**src/pkg/rx_id_pkg.sv**
```systemverilog
// package for the receive-buffer identifier register block
package rx_id_pkg;
   // ---------------------------------------------------------------
   // register map (byte addresses inside the device)
   // ---------------------------------------------------------------
   localparam logic [7:0] ADDR_BUF0_ID_HIGH = 8'h61;
   localparam logic [7:0] ADDR_BUF0_ID_LOW = 8'h62;
   localparam logic [7:0] ADDR_BUF1_ID_HIGH = 8'h71;
   localparam logic [7:0] ADDR_BUF1_ID_LOW = 8'h72;
   localparam logic [7:0] READ_UNMAPPED = 8'h00;
   localparam logic [7:0] RD_RESET_VALUE = 8'h00;
   // ---------------------------------------------------------------
   // low byte field positions
   // ---------------------------------------------------------------
   localparam int LOW_STD_ID_MSB = 7;
   localparam int LOW_STD_ID_LSB = 5;
   localparam int LOW_REMOTE_BIT = 4;
   localparam int LOW_EXT_FLAG_BIT = 3;
   localparam int LOW_UNUSED_BIT = 2;
   localparam int LOW_EXT_ID_MSB = 1;
   localparam int LOW_EXT_ID_LSB = 0;
   // ---------------------------------------------------------------
   // standard identifier split between the two bytes
   // ---------------------------------------------------------------
   localparam int STD_ID_MSB = 10;
   localparam int STD_ID_SPLIT = 3;
   localparam int STD_ID_LOW_MSB = 2;
   localparam int STD_ID_LSB = 0;
   localparam int NUM_BUFS = 2;

   // frame fields handed over by the receive engine
   typedef struct packed {
      logic [10:0] standard_identifier;
      logic std_remote_request_flag;
      logic extended_flag;
      logic [1:0] extended_identifier;
   } rx_frame_id_t;
endpackage

```
**src/can_rx_identifier_regs.sv**
```systemverilog
// identifier registers of the two receive buffers, read-only to host
`timescale 1ns/10ps
module can_rx_identifier_regs (
   input wire logic ref_clk,
   input wire logic rst_n,
   input wire logic [1:0] store_en,
   input wire rx_id_pkg::rx_frame_id_t store_frame,
   input wire logic [7:0] rd_addr,
   input wire logic rd_en,
   output logic [7:0] rd_data
);
   // ---------------------------------------------------------------
   // storage
   // ---------------------------------------------------------------
   // two bytes per buffer, written only by the receive engine
   logic [7:0] id_high_q [rx_id_pkg::NUM_BUFS];
   logic [7:0] rx_std_id_low_reg_q [rx_id_pkg::NUM_BUFS];
   // byte images of the frame on store_frame, shared by both buffers
   logic [7:0] id_high_d;
   logic [7:0] id_low_d;
   // read path and the address classes that the checks lean on
   logic [7:0] rd_data_d;
   logic rd_mapped;
   logic rd_low_byte;

   // ---------------------------------------------------------------
   // frame to register images
   // ---------------------------------------------------------------
   // top eight identifier bits make the whole high byte
   always_comb begin
      id_high_d = store_frame.standard_identifier[
         rx_id_pkg::STD_ID_MSB:rx_id_pkg::STD_ID_SPLIT];
   end

   // low byte packs the rest; the unused bit is built as zero here,
   // so a read of the low byte never loses a bit to a patch
   always_comb begin
      id_low_d = '0;
      id_low_d[rx_id_pkg::LOW_STD_ID_MSB:rx_id_pkg::LOW_STD_ID_LSB] =
         store_frame.standard_identifier[
         rx_id_pkg::STD_ID_LOW_MSB:rx_id_pkg::STD_ID_LSB];
      // remote flag kept as received, even for extended frames
      id_low_d[rx_id_pkg::LOW_REMOTE_BIT] =
         store_frame.std_remote_request_flag;
      id_low_d[rx_id_pkg::LOW_EXT_FLAG_BIT] =
         store_frame.extended_flag;
      id_low_d[rx_id_pkg::LOW_UNUSED_BIT] = 1'b0;
      id_low_d[rx_id_pkg::LOW_EXT_ID_MSB:rx_id_pkg::LOW_EXT_ID_LSB] =
         store_frame.extended_identifier;
   end

   // ---------------------------------------------------------------
   // per-buffer storage
   // ---------------------------------------------------------------
   // both buffers see the same frame images; only the strobe picks
   // which one takes them, so a double store costs no extra logic
   genvar b;
   generate
      for (b = 0; b < rx_id_pkg::NUM_BUFS; b++) begin : g_buf
         // contents stay undefined until a frame lands, so no reset;
         // a reset in mid-run leaves the last frame readable
         always_ff @(posedge ref_clk) begin
            if (store_en[b]) begin
               id_high_q[b] <= id_high_d;
               rx_std_id_low_reg_q[b] <= id_low_d;
            end
         end

         // high byte takes identifier bits 10..3
         a_high_byte_store: assert property (@(posedge ref_clk)
            disable iff (!rst_n)
            store_en[b] |=> id_high_q[b] == $past(
               store_frame.standard_identifier[rx_id_pkg::STD_ID_MSB:
               rx_id_pkg::STD_ID_SPLIT]))
            else $error("high id byte not stored");

         // low identifier bits sit at the top of the low byte
         a_low_id_store: assert property (@(posedge ref_clk)
            disable iff (!rst_n)
            store_en[b] |=> rx_std_id_low_reg_q[b][
               rx_id_pkg::LOW_STD_ID_MSB:rx_id_pkg::LOW_STD_ID_LSB] ==
               $past(store_frame.standard_identifier[
               rx_id_pkg::STD_ID_LOW_MSB:rx_id_pkg::STD_ID_LSB]))
            else $error("low id bits not stored");

         // remote flag follows the received frame
         a_remote_store: assert property (@(posedge ref_clk)
            disable iff (!rst_n)
            store_en[b] |=> rx_std_id_low_reg_q[b][
               rx_id_pkg::LOW_REMOTE_BIT] ==
               $past(store_frame.std_remote_request_flag))
            else $error("remote flag wrong");

         // format flag follows the received frame
         a_ext_flag_store: assert property (@(posedge ref_clk)
            disable iff (!rst_n)
            store_en[b] |=> rx_std_id_low_reg_q[b][
               rx_id_pkg::LOW_EXT_FLAG_BIT] ==
               $past(store_frame.extended_flag))
            else $error("extended flag wrong");

         // unused slot is stored as zero
         a_unused_stored: assert property (@(posedge ref_clk)
            disable iff (!rst_n)
            store_en[b] |=> rx_std_id_low_reg_q[b][
               rx_id_pkg::LOW_UNUSED_BIT] == 1'b0)
            else $error("unused bit stored nonzero");

         // two top extended bits fill the bottom of the low byte
         a_ext_id_store: assert property (@(posedge ref_clk)
            disable iff (!rst_n)
            store_en[b] |=> rx_std_id_low_reg_q[b][
               rx_id_pkg::LOW_EXT_ID_MSB:rx_id_pkg::LOW_EXT_ID_LSB] ==
               $past(store_frame.extended_identifier))
            else $error("extended id bits wrong");

         // without a strobe the buffer keeps its frame
         a_store_hold: assert property (@(posedge ref_clk)
            disable iff (!rst_n)
            rst_n && !store_en[b] |=> $stable(id_high_q[b]) &&
               $stable(rx_std_id_low_reg_q[b]))
            else $error("buffer changed without store");
      end
   endgenerate

   // ---------------------------------------------------------------
   // read decode
   // ---------------------------------------------------------------
   // unmapped addresses answer zero rather than echoing old data
   always_comb begin
      case (rd_addr)
         rx_id_pkg::ADDR_BUF0_ID_HIGH: rd_data_d = id_high_q[0];
         rx_id_pkg::ADDR_BUF0_ID_LOW: rd_data_d = rx_std_id_low_reg_q[0];
         rx_id_pkg::ADDR_BUF1_ID_HIGH: rd_data_d = id_high_q[1];
         rx_id_pkg::ADDR_BUF1_ID_LOW: rd_data_d = rx_std_id_low_reg_q[1];
         default: rd_data_d = rx_id_pkg::READ_UNMAPPED;
      endcase
   end

   // address classes, read only by the checks
   always_comb begin
      rd_low_byte = (rd_addr == rx_id_pkg::ADDR_BUF0_ID_LOW) ||
         (rd_addr == rx_id_pkg::ADDR_BUF1_ID_LOW);
      rd_mapped = rd_low_byte ||
         (rd_addr == rx_id_pkg::ADDR_BUF0_ID_HIGH) ||
         (rd_addr == rx_id_pkg::ADDR_BUF1_ID_HIGH);
   end

   // read data is registered, one cycle after rd_en; it stands until
   // the next strobe or reset, so a slow host may pick it up late
   always_ff @(posedge ref_clk) begin
      if (!rst_n) begin
         rd_data <= rx_id_pkg::RD_RESET_VALUE;
      end else if (rd_en) begin
         rd_data <= rd_data_d;
      end
   end

   // ---------------------------------------------------------------
   // read checks
   // ---------------------------------------------------------------
   // high byte of buffer 0 comes back as stored
   a_high_read_path: assert property (@(posedge ref_clk)
      disable iff (!rst_n)
      rd_en && rd_addr == rx_id_pkg::ADDR_BUF0_ID_HIGH && !store_en[0]
      |=> rd_data == id_high_q[0])
      else $error("high byte read mismatch");

   // low byte of buffer 1 comes back as stored
   a_low_read_path: assert property (@(posedge ref_clk)
      disable iff (!rst_n)
      rd_en && rd_addr == rx_id_pkg::ADDR_BUF1_ID_LOW && !store_en[1]
      |=> rd_data == rx_std_id_low_reg_q[1])
      else $error("low byte read mismatch");

   // unused bit of a low byte always reads zero
   a_unused_bit_zero: assert property (@(posedge ref_clk)
      disable iff (!rst_n)
      rd_en && rd_low_byte |=> rd_data[rx_id_pkg::LOW_UNUSED_BIT] == 1'b0)
      else $error("unused bit read nonzero");

   // gaps in the map answer zero
   a_unmapped_zero: assert property (@(posedge ref_clk)
      disable iff (!rst_n)
      rd_en && !rd_mapped |=> rd_data == rx_id_pkg::READ_UNMAPPED)
      else $error("unmapped read nonzero");

   // read data stands while no strobe comes
   a_read_hold: assert property (@(posedge ref_clk) disable iff (!rst_n)
      rst_n && !rd_en |=> $stable(rd_data))
      else $error("read data moved without strobe");

   // reset clears the read data, no disable here on purpose
   a_reset_clear: assert property (@(posedge ref_clk)
      !rst_n |=> rd_data == rx_id_pkg::RD_RESET_VALUE)
      else $error("read data not cleared by reset");

   // ---------------------------------------------------------------
   // coverage of the main scenarios
   // ---------------------------------------------------------------
   // extended frame landing in buffer 0
   c_store_ext: cover property (@(posedge ref_clk)
      store_en[0] && store_frame.extended_flag);
   // frame with the remote flag set, standard or extended, landing in buffer 1
   c_store_remote: cover property (@(posedge ref_clk)
      store_en[1] && store_frame.std_remote_request_flag);
   // host reading a low byte
   c_read_low: cover property (@(posedge ref_clk)
      rd_en && rd_addr == rx_id_pkg::ADDR_BUF0_ID_LOW);
   // both buffers filled by one strobe
   c_store_both: cover property (@(posedge ref_clk)
      &store_en);
   // read right after a reset ends
   c_read_after_reset: cover property (@(posedge ref_clk)
      $rose(rst_n) && rd_en);
endmodule // can_rx_identifier_regs

```
**config.mk**
```make
export PLATFORM = sky130hd
export DESIGN_NAME = can_rx_identifier_regs
export DESIGN_NICKNAME = d
export VERILOG_FILES = /design/src/pkg/rx_id_pkg.sv /design/src/can_rx_identifier_regs.sv
export SDC_FILE = /design/constraint.sdc
export NUM_CORES = 1
export LEC_CHECK = 0
export ABC_AREA = 1
export BUFFER_PORTS_ARGS = -buffer_cell sky130_fd_sc_hd__buf_2
export CORE_MARGIN = 4
export CORE_UTILIZATION = 47
export CTS_BUF_LIST = sky130_fd_sc_hd__clkbuf_4 sky130_fd_sc_hd__clkbuf_8 sky130_fd_sc_hd__clkbuf_16
export CTS_CLUSTER_DIAMETER = 50
export DETAILED_ROUTE_END_ITERATION = 16
export GPL_TIMING_DRIVEN = 0
export PLACE_DENSITY_LB_ADDON = 0.1
export RECOVER_POWER = 50
export SLEW_MARGIN = 40
export SYNTH_ARGS = -nofsm -noshare
export SYNTH_HDL_FRONTEND = slang
export SYNTH_SLANG_ARGS = --single-unit
```
**constraint.sdc**
```tcl
create_clock -name ref_clk -period 0.9 [get_ports ref_clk]
set_input_delay 0.18 -clock ref_clk [delete_from_list [all_inputs] [get_ports ref_clk]]
set_output_delay 0.18 -clock ref_clk [all_outputs]
set_load 0.02 [all_outputs]
```
======== After elaboration in Yosys (flattened, before gate mapping) ========
Memory sizes are Yosys's and may differ from the RTL's.
Index checks and enable logic that the tools add are counted.
word-level totals
  bits of input ports ..................... 28
  output and inout port bits .............. 8
  memories kept ........................... 2
  register bits ........................... 8
  word-level logic and storage cells ...... 12
  bits in writable memories ............... 30
cells by class
  equal/unequal tests ..................... 4
  multiplexer cells ....................... 5
memory list
  memory               depth  bits a word  read ports  clocked after Yosys merged registers in  write ports  line                          RTL
  id_high_q            2      8            2           0                                        2            can_rx_identifier_regs.sv:16  logic [7:0] id_high_q [rx_id_pkg::NUM_BUFS];
  rx_std_id_low_reg_q  2      7            2           0                                        2            can_rx_identifier_regs.sv:17  logic [7:0] rx_std_id_low_reg_q [rx_id_pkg::NUM_BUFS];
operator list
  operator              count
  $eq A8 B7 Y1 const B  4
  $pmux W8 S4           1
  $mux W1               4

======== Logic depth before layout (Yosys ltp) ========
Gate-level depths: netlist (run 1).
  depth after elaboration ................. 2
  gate-level depth with buffers ........... 8
  depth with buffers taken out ............ 7

======== Least setup slack after synthesis (run 1) ========
No wires, ideal clock.
  kind .................................... input to register
  start ................................... input port rd_addr[7]
  end ..................................... register rd_data[0]
  required time ........................... 0.830 ns
  path buffers ............................ 1
  setup time .............................. 0.070 ns
  slack ................................... -0.045 ns
  stages .................................. 8
  data arrival time ....................... 0.875 ns
  cells stage by stage .................... inv_1 > nand2_2 > nor2_4 > buf_6 > nand3_1 > nand2_1 > o21ai_1 > a21oi_1
on the way
  cells in the longest elaborated chain, start to end .. 2
  elaborated cells between the ends (all ways) .. 5
  those cells by class .................... 4 x eq/ne; 1 x mux
RTL lines
  element               line                           RTL
  start, declared       can_rx_identifier_regs.sv:8    input wire logic [7:0] rd_addr,
  $eq A8 B7 Y1          can_rx_identifier_regs.sv:131  case (rd_addr)
  $pmux W8 S4 (*)       can_rx_identifier_regs.sv:131
  end signal, assigned  can_rx_identifier_regs.sv:153  rd_data <= rx_id_pkg::RD_RESET_VALUE;
  end signal, assigned  can_rx_identifier_regs.sv:155  rd_data <= rd_data_d;
  end, declared         can_rx_identifier_regs.sv:10   output logic [7:0] rd_data
Mark *: on every way between the ends. The rest lies on a longest branch, timed or not.
A chain may end at the register's enable or synchronous reset.

======== Worst setup path in the final report (run 1) ========
  start ................................... register rd_data[1]
  end ..................................... output port rd_data[1]
No word-level cell between the ends.

==> out/metrics.cfg, run 1 <==
[synth]
synthTopCellsByArea = edfxtp_1, dfxtp_1, nand3_1
syn_inst = 129
avgSynthCellArea_um2 = 11.8
ys_top_cells_by_count = edfxtp_1, nand3_1, nand2_1
ys_seq_elements = 38
ys.flop_type = edfxtp_1
seq_area_frac_synth_pct = 69.8
synth-edff-count = 30
yosysWarningCount = 0
ys_types = 11
synth_top_area_share_pct = 59.3
syn-num-nets = 157
yosysTopAreaCell = edfxtp_1
synth_area_um2 = 1520
async_reset_ff_share_pct = 0

[routing]
dr.pass1.iters = 4
drc_errors = 0
wirelength_mm = 3.24
via_per_inst = 4.91
postRouteAntennaNets = 0
dr.first_iter.drc_count = 42
wire_per_inst_um = 13.9
via_count = 1143

[clock_network]
cts_buffers = 5
clock-root-buffer = clkbuf_4
htree_num_levels = 2
clk-insertion-delay-late_ns = 0.35
clk_path_buf_depth = 2
clk_pin_slew_worst_paths_ns = 0.12
cts_num_sinks = 38
cts_tree = yes

[timing]
tns_ns = -0.701
fin_hold_ws_ns = 0.00846
tightest_slew_ns = 0.386
fmax_mhz = 1010
min_period_ns = 0.989
slew_headroom_pct = 74.2
finalClockSkew_ns = 0.00564
setup_viol = 8
hold_viol_final = 0
grt_setup_unrepaired = yes
fin_crit_sh_pct = 110
fin_ws_ns = -0.0893
slew_violations = 0

[status]
status = complete, but fails checks
failed_checks = negative setup slack

[global_route]
antenna_found_initial = 0
grt_pass1_wl_mm = 4.70
grt_overflow_total = 0
grt_util_all_layers_pct = 15.4
grt_pass1_vias = 1029
grt_max_degree = 16

[worst_setup_path]
r2r_setup_slack_ns = 0.01
max_stage_delay_ns = 0.34
slowest_stage = dfxtp_2
r2r-start = id_high_q[0][12]$_DFFE_PP_
cp_cell_sequence = buf_6
critPathBufInv = 1
cp_max_fo = 2
crit_arrival_ns = 0.81
worstReg2RegEnd = rd_data[4]$_SDFFE_PN0P_
cp-start-kind = register
r2r_cells = 4
cp-end-kind = primary output
required_ns = 0.72
worstSetupPathType = reg -> out
cp_top_family = flip-flops

[floorplanning]
core_area_um2 = 3080
dieHeight_um = 64.9
dieArea_um2 = 4210
std_cell_rows = 20
die_w_um = 64.9
io_pins = 36
start_util_pct = 49.4

[power]
peakVddDrop_mv = 1.36
powerDensity_nw_per_um2 = 1730
leakage_nw = 0.871

[placement]
port_buffers = 35
pre_cts_ws_ns = -0.351
dp_hpwl_mm = 2.07
gp_congestion = 0.756
placed_cells = 208

[finish]
finalNetCount = 216
finish.utilization_pct = 69.3
syn_to_final_growth_pct = 40.4
fillCellCount = 244
drive_gt1_share_pct = 45.0
fin_cells = 233
diodes = 0

[worst_hold_path]
hp-start = store_frame[5]
hold_depth = 1
hold_end = rx_std_id_low_reg_q[0][12]$_DFFE_PP_
hp-class = in -> reg

[run]
cap_violations = 0

per-stage QoR:
| stage | power (W) | area [µm²] |
|---|---|---|
| 2_1_floorplan | 0.00215 | 1560 |
| 3_3_place_gp | 0.00227 | 1790 |
| 3_5_place_dp | 0.00228 | 1790 |
| 4_1_cts | 0.00366 | 1960 |
| 5_1_grt | 0.00383 | 2130 |
| 6_report | 0.00370 | 2130 |
layout make-up:
class | instances | area (µm²) | area share, %
plain buffers | 4 | 45.0 | 2.11
clock buffers | 5 | 37.5 | 1.76
clock inverters | 3 | 63.8 | 2.99
inverters | 8 | 37.5 | 1.76
multi-input cells | 79 | 464 | 21.7
flip-flops and latches | 38 | 1070 | 50.2
well taps | 44 | 55.1 | 2.58
repair buffers | 52 | 360 | 16.9
layout by cell type (no fill, tap or decap):
cell	n
nor2_4	4
o21ai_2	6
a21oi_2	1
inv_1	5
clkbuf_1	7
edfxtp_1	30
nand3_1	24
clkinv_1	1
buf_2	19
dlygate4sd3_1	5
nand2_4	2
a21oi_1	7
buf_6	13
nand2_1	24
nand3_2	6
clkbuf_4	5
buf_4	11
bufinv_16	2
clkbuf_2	1
inv_4	3
nand2_2	4
dfxtp_2	8
o21ai_1	1
state kept, by name (all words and copies together), names as in the netlist:
name and cells:
id_high_q 16, rd_data 8, rx_std_id_low_reg_q 14
per-layer routing:
layer / track usage [%] / wire [µm] / vias up
li1: - / - / 571
met1: 17.5 / 1240 / 530
met2: 26.2 / 1760 / 38
met3: 6.07 / 191 / 4
met4: 5.54 / 54 / 0
met5: 0 / 0 / -
cell families (layout without fill, tap and decap cells):
| family | after synthesis | in the layout | share of synthesized area [%] |
|---|---|---|---|
| buffers and inverters | 12 | 72 | 4.69 |
| AO/OA/AOI/OAI | 15 | 15 | 4.94 |
| flip-flops | 38 | 38 | 69.8 |
| AND/OR/NAND/NOR | 64 | 64 | 20.6 |
timing repair:
| action | 4_1_cts | 5_1_grt |
|---|---|---|
| cloned | 0 | 1 |
| endpoints found under the hold margin | 0 | 9 |
| resized for setup | 25 | 14 |
| pin swaps | 0 | 23 |
| setup buffers | 1 | 10 |
| hold buffers | 0 | 5 |
| endpoints found under the setup margin | 9 | 16 |
worst max path at each step:
stage	from	to	slack (ns)	depth (start not counted)
after floorplan	rd_addr[7]	rd_data[0]$_SDFFE_PN0P_	-0.03	8
after global placement	rd_addr[3]	rd_data[6]$_SDFFE_PN0P_	-0.32	9
after detailed placement	rd_addr[3]	rd_data[4]$_SDFFE_PN0P_	-0.35	9
after CTS	rd_data[1]$_SDFFE_PN0P_	rd_data[1]	-0.1	1
after global routing	rd_data[3]$_SDFFE_PN0P_	rd_data[3]	-0.13	1
final	rd_data[1]$_SDFFE_PN0P_	rd_data[1]	-0.09	1
power by group:
group | total (W) | internal (W) | switching [W]
sequential | 0.00205 | 0.00201 | 0.0000343
combinational | 0.000232 | 0.0000966 | 0.000135
clock | 0.00142 | 0.000856 | 0.000563
Power figures use the tool's default switching activity.
==> inputs of run 2 (changes only) <==
- ABC_AREA: 1 -> unset
- CORE_UTILIZATION: 47 -> 44
- HOLD_SLACK_MARGIN: unset -> 0.1
==> run 2 against run 1 <==
Compared with the run above:
- the run still ends with negative setup slack left
- register-to-register slack got worse by 0.04 ns
- combinational power rose by 33%
- non-clock buffer count rose by 6
- maximum frequency shrank 0.90%
- wire length shrank 13%
- synthesized cell count shrank 38%
- first-iteration DRC count decreased by 21%
- via count is 20% lower
- sequential share of layout area rose by 2.9 points
- flip-flop and latch count unchanged
- design area decreased by 5.5%
- critical path depth unchanged
- critical path type unchanged
- highest routed layer unchanged
==> out/metrics.cfg, run 2 <==
[synth]
synthTopCellsByArea = edfxtp_1, dfxtp_1, mux2i_1
ys_top_cells_by_count = edfxtp_1, mux2i_1, a22o_1, dfxtp_1, o22ai_1
ys_types = 16  ; +5
ys_seq_elements = 38  ; unchanged
syn_inst = 80  ; -38%
syn-num-nets = 108  ; -31%
synth-edff-count = 30  ; unchanged
avgSynthCellArea_um2 = 18.0  ; +53%
ys.flop_type = edfxtp_1
async_reset_ff_share_pct = 0  ; unchanged
synth_top_area_share_pct = 62.6  ; +3.3 points
seq_area_frac_synth_pct = 73.7  ; +3.9 points
yosysWarningCount = 0  ; unchanged
yosysTopAreaCell = edfxtp_1
yosysMostFrequentCell = edfxtp_1
synth_area_um2 = 1440  ; -5.3%

[placement]
placed_cells = 158  ; -24%
port_buffers = 34  ; -2.9%
post_dp_cell_area_um2 = 1660  ; -7.0%
dp_hpwl_mm = 1.72  ; -17%
gp_congestion = 0.692  ; -8.4%

[timing]
tns_ns = -0.793  ; -0.0914 ns
setup_viol = 16  ; +8
slew_violations = 0  ; unchanged
fmax_mhz = 1000  ; -0.90%
fin_hold_ws_ns = 0.197  ; +0.189 ns
finalClockSkew_ns = 0.00780  ; +0.00216 ns
fin_crit_sh_pct = 111  ; +1.0 points
tightest_slew_ns = 0.409  ; +0.0229 ns
hold_viol_final = 0  ; unchanged
fin_ws_ns = -0.0983  ; -0.00899 ns
slew_headroom_pct = 72.7  ; -1.5 points
grt_setup_unrepaired = yes
min_period_ns = 0.998  ; +0.00899 ns

[worst_setup_path]
cp_top_family = flip-flops
cp-start-kind = register
cp_cell_sequence = buf_6
r2r_setup_slack_ns = -0.03  ; -0.04 ns
critPathBufInv = 1  ; unchanged
cp_max_fo = 2  ; unchanged
required_ns = 0.72  ; about the same
slowest_stage = dfxtp_2
worstSetupPathType = reg -> out
worstReg2RegEnd = rd_data[1]$_SDFFE_PN0P_
max_stage_delay_ns = 0.36  ; +0.02 ns
crit_arrival_ns = 0.82  ; about the same
r2r_cells = 3  ; -1
cp-end-kind = primary output
r2r-start = rx_std_id_low_reg_q[0][8]$_DFFE_PP_

[finish]
final_common_cell = edfxtp_1
fillCellCount = 250  ; +2.5%
largest_reg_flops = 16  ; unchanged
design_area_um2 = 2020  ; -5.5%
diodes = 0  ; unchanged
layout_common_cells = edfxtp_1, buf_2, mux2i_1, dlygate4sd3_1
drive_gt1_share_pct = 44.8  ; -0.15 points
top_regs = id_high_q (16), rx_std_id_low_reg_q (14), rd_data (8)
syn_to_final_growth_pct = 40.2
finalNetCount = 172  ; -20%
regMostFlops = id_high_q
fin_cells = 189  ; -19%

[floorplanning]
std_cell_rows = 20  ; unchanged
dieArea_um2 = 4250  ; +0.97%
die_w_um = 65.2  ; +0.49%
dieHeight_um = 65.2  ; +0.49%
core_area_um2 = 3100  ; +0.81%
start_util_pct = 46.4  ; -3.0 points
io_pins = 36  ; unchanged

[power]
leakage_nw = 0.830  ; -4.6%
combPwrFrac_pct = 9.2  ; +2.9 points
p_sw_w = 0.000713  ; -2.7%
powerDensity_nw_per_um2 = 1660  ; -3.9%
swShare_pct = 21.2  ; +1.4 points
seqPwrFrac_pct = 60.7  ; +5.3 points
clkPwrFrac_pct = 30.1  ; -8.3 points
peakVddDrop_mv = 0.913  ; -33%
intPower_w = 0.00264  ; -11%

[clock_network]
clk-insertion-delay-late_ns = 0.34  ; about the same
clk_pin_slew_worst_paths_ns = 0.11  ; about the same
clock-root-buffer = clkbuf_4
cts_buffers = 5  ; unchanged
clk_path_buf_depth = 2  ; unchanged
htree_num_levels = 2  ; unchanged
cts_tree = yes
cts_num_sinks = 38  ; unchanged

[routing]
postRouteAntennaNets = 0  ; unchanged
drc_errors = 0  ; unchanged
via_per_inst = 4.87  ; -0.77%
wirelength_mm = 2.82  ; -13%
dr.pass1.iters = 4  ; unchanged
wire_per_inst_um = 14.9  ; +7.3%
via_count = 920  ; -20%
dr.first_iter.drc_count = 33  ; -21%

[global_route]
grt_util_all_layers_pct = 15.4  ; about the same
grt_pass1_wl_mm = 4.79  ; +1.9%
antenna_found_initial = 0  ; unchanged
grt_max_degree = 16  ; unchanged
grt_overflow_total = 0  ; unchanged
grt_pass1_vias = 1004  ; -2.4%

[worst_hold_path]
hold_end = rd_data[2]$_SDFFE_PN0P_
hp-class = in -> reg
hold_depth = 3  ; +2
hp-start = rd_addr[2]

[status]
status = complete, but fails checks
failed_checks = negative setup slack

[run]
cap_violations = 0  ; unchanged

run 2: cell families after synthesis:
| logic type | synth area share (%) |
|---|---|
| and+or+nand+nor | 3.30 |
| buffers and inverters | 2.70 |
| AOI/OAI and AO/OA | 9.83 |
| DFF | 73.7 |
| muxes | 10.4 |
run 2: routing by layer:
| layer | vias to the layer above | track usage [%] | routed length, µm |
|---|---|---|---|
| li1 | 448 | - | - |
| met1 | 437 | 18.7 | 1200 |
| met2 | 29 | 25.4 | 1400 |
| met3 | 6 | 5.98 | 175 |
| met4 | 0 | 4.66 | 38 |
| met5 | - | 0 | 0 |
run 2: how the worst max path moves through the flow:
stage	cells past startpoint	to	start	slack, ns
final	1	rd_data[6]	rd_data[6]$_SDFFE_PN0P_	-0.1
after detailed placement	5	rd_data[1]$_SDFFE_PN0P_	rd_addr[0]	-0.55
after global placement	5	rd_data[1]$_SDFFE_PN0P_	rd_addr[0]	-0.52
after CTS	1	rd_data[6]	rd_data[6]$_SDFFE_PN0P_	-0.12
after floorplan	4	rd_data[1]$_SDFFE_PN0P_	rd_addr[0]	-0.26
after global routing	1	rd_data[6]	rd_data[6]$_SDFFE_PN0P_	-0.15
run 2: final cells by class:
cell class / count / area [µm²] / share of cell area [%]
plain buffers: 4 / 27.5 / 1.36
clock buffers: 6 / 62.6 / 3.10
clock inverters: 2 / 10.0 / 0.496
multi-input cells: 37 / 347 / 17.2
flip-flops and latches: 38 / 1070 / 53.1
well taps: 44 / 55.1 / 2.73
repair buffers: 58 / 444 / 22.0
run 2: power groups by stage:
stage	Clock (W)	Combinational, W	Sequential [W]
after floorplan	0	0.000127	0.00207
after global placement	0	0.000237	0.00207
after detailed placement	0	0.000247	0.00208
after CTS	0.00104	0.000309	0.00204
after global routing	0.00113	0.000347	0.00205
final	0.00101	0.000308	0.00204
run 2: repair_timing:
| item | CTS | global route |
|---|---|---|
| setup endpoints to repair | 16 | 16 |
| hold endpoints to repair | 30 | 0 |
| hold buffers | 15 | 0 |
| resized for setup | 26 | 0 |
| buffers inserted | 6 | 3 |
| pin swaps | 7 | 7 |
run 2: metrics by stage:
step	total power [W]	utilization [%]	setup WS, ns
detailed placement	0.00233	53.6	-0.552
finish	0.00336	65.0	-0.0983
floorplan	0.00220	-	-0.261
CTS	0.00339	64.6	-0.123
global route	0.00352	65.0	-0.148
global placement	0.00231	53.6	-0.517
==> inputs of run 3 (changes only) <==
- REMOVE_ABC_BUFFERS: unset -> 1
==> run 3 against run 2 <==
Compared with the run above:
- flip-flop and latch count is the same
- critical endpoint is now rd_data[1]
- sequential power about the same
- global-route usage shrank 2.0 points
- die area stayed put
- wire length fell by 3.3%
- design area down 2.4%
- clock skew barely moved
- clock power is 18% lower
- worst hold slack worse by 0.027 ns
- the run still ends with negative setup slack left
==> out/metrics.cfg, run 3 (same netlist as run 2, synthesis figures left out) <==
[timing]
tightest_slew_ns = 0.629  ; +0.220 ns
fin_ws_ns = -0.0807  ; +0.0176 ns
hold_viol_final = 0  ; unchanged
fin_crit_sh_pct = 109  ; -2.0 points
slew_headroom_pct = 58.0  ; -15 points
tns_ns = -0.644  ; +0.149 ns
finalClockSkew_ns = 0.00798  ; +0.000178 ns
grt_setup_unrepaired = yes
fmax_mhz = 1020  ; +1.8%
fin_hold_ws_ns = 0.170  ; -0.0271 ns
slew_violations = 0  ; unchanged
setup_viol = 15  ; -1
min_period_ns = 0.981  ; -0.0176 ns

[worst_setup_path]
cp_cell_sequence = buf_6
crit_arrival_ns = 0.80  ; -0.02 ns
r2r-start = rx_std_id_low_reg_q[0][8]$_DFFE_PP_
max_stage_delay_ns = 0.36  ; about the same
worstSetupPathType = reg -> out
worstReg2RegEnd = rd_data[1]$_SDFFE_PN0P_
cp_top_family = flip-flops
cp_max_fo = 2  ; unchanged
cp-start-kind = register
slowest_stage = dfxtp_2
r2r_cells = 3  ; unchanged
cp-end-kind = primary output
critPathBufInv = 1  ; unchanged
required_ns = 0.72  ; about the same
r2r_setup_slack_ns = -0.01  ; +0.02 ns

[finish]
area.sequential_um2 = 1070  ; unchanged
final_common_cell = edfxtp_1
diodes = 0  ; unchanged
largest_reg_flops = 16  ; unchanged
fillCellCount = 264  ; +5.6%
layout_common_cells = edfxtp_1, buf_2, mux2i_1, dlygate4sd3_1, buf_4
drive_gt1_share_pct = 43.7  ; -1.2 points
syn_to_final_growth_pct = 36.9
regMostFlops = id_high_q
top_regs = id_high_q (16), rx_std_id_low_reg_q (14), rd_data (8)
multi_input_area_um2 = 347  ; unchanged
finalNetCount = 169  ; -1.7%
finish.utilization_pct = 63.5  ; -1.5 points

[routing]
wire_per_inst_um = 14.7  ; -1.7%
via_count = 889  ; -3.4%
postRouteAntennaNets = 0  ; unchanged
wirelength_mm = 2.73  ; -3.3%
via_per_inst = 4.78  ; -1.8%
dr.pass1.iters = 4  ; unchanged
dr.first_iter.drc_count = 38  ; +15%
drc_errors = 0  ; unchanged

[clock_network]
clk_path_buf_depth = 2  ; unchanged
htree_num_levels = 2  ; unchanged
cts_num_sinks = 38  ; unchanged
clk_pin_slew_worst_paths_ns = 0.10  ; about the same
cts_tree = yes
cts_buffers = 5  ; unchanged
clk-insertion-delay-late_ns = 0.33  ; about the same
clock-root-buffer = clkbuf_4

[power]
combPwrFrac_pct = 9.5  ; +0.3 points
clkPwrFrac_pct = 26.2  ; -3.9 points
swShare_pct = 21.2  ; -0.054 points
p_sw_w = 0.000672  ; -5.8%
leakage_nw = 0.804  ; -3.1%
finalPower_w = 0.00317  ; -5.6%
peakVddDrop_mv = 0.994  ; +8.9%
seqPwrFrac_pct = 64.3  ; +3.6 points
intPower_w = 0.00250  ; -5.5%
powerDensity_nw_per_um2 = 1610  ; -3.3%

[worst_hold_path]
hold_depth = 3  ; unchanged
hp-start = rd_addr[2]
hp-class = in -> reg
hold_end = rd_data[2]$_SDFFE_PN0P_

[run]
cap_violations = 0  ; unchanged

[global_route]
grt_pass1_vias = 867  ; -14%
grt_pass1_wl_mm = 4.10  ; -14%
grt_max_degree = 16  ; unchanged
grt_util_all_layers_pct = 13.4  ; -2.0 points
grt_overflow_total = 0  ; unchanged
antenna_found_initial = 0  ; unchanged

[status]
failed_checks = negative setup slack
status = complete, but fails checks

[placement]
dp_hpwl_mm = 1.56  ; -9.3%
port_buffers = 35  ; +2.9%
gp_congestion = 0.653  ; -5.7%

[floorplanning]
std_cell_rows = 20  ; unchanged
die_w_um = 65.2  ; unchanged
start_util_pct = 46.4  ; unchanged
dieArea_um2 = 4250  ; unchanged
io_pins = 36  ; unchanged
core_area_um2 = 3100  ; unchanged
dieHeight_um = 65.2  ; unchanged

-- run 3: cell type report --
type	count	share of cell area, %
Clock buffer	6	2.29
Clock inverter	2	0.445
Multi-Input combinational cell	37	17.6
Sequential cell	38	54.4
Tap cell	44	2.80
Timing Repair Buffer	59	22.5
-- run 3: worst max-delay path by stage --
stage | startpoint | to | depth (start not counted)
2_1_floorplan | rd_addr[1] | rd_data[1]$_SDFFE_PN0P_ | 3
6_report | rd_data[1]$_SDFFE_PN0P_ | rd_data[1] | 1
4_1_cts | rd_data[3]$_SDFFE_PN0P_ | rd_data[3] | 1
3_5_place_dp | rd_addr[1] | rd_data[1]$_SDFFE_PN0P_ | 4
3_3_place_gp | rd_addr[1] | rd_data[1]$_SDFFE_PN0P_ | 4
5_1_grt | rd_data[7]$_SDFFE_PN0P_ | rd_data[7] | 1
-- run 3: layer usage --
layer	vias to the layer above	routed length [µm]	GRT usage, %
li1	446	-	-
met1	407	1160	16.7
met2	36	1330	20.6
met3	0	229	6.50
met4	0	0	3.89
met5	-	0	0
-- run 3: per-stage QoR --
stage | setup slack (ns) | cells | cell area (µm²)
after CTS | -0.0997 | 181 | 1930
final | -0.0807 | 186 | 1970
after global placement | -0.699 | 154 | 1630
after detailed placement | -0.703 | 154 | 1630
after floorplan | -0.271 | 75 | 1400
after global routing | -0.133 | 186 | 1970
-- run 3: power groups by stage --
stage / Sequential, W / Clock, W / Combinational (W)
3_5_place_dp: 0.00208 / 0 / 0.000229
5_1_grt: 0.00205 / 0.000941 / 0.000331
2_1_floorplan: 0.00207 / 0 / 0.0000984
3_3_place_gp: 0.00207 / 0 / 0.000223
4_1_cts: 0.00204 / 0.000856 / 0.000284
6_report: 0.00204 / 0.000831 / 0.000301
-- run 3: what timing repair did --
action,in CTS,in global routing
hold buffers,15,0
pin swaps,4,5
setup endpoints to repair,16,16
hold endpoints to repair,30,0
setup buffers,4,5
resized for setup,26,0
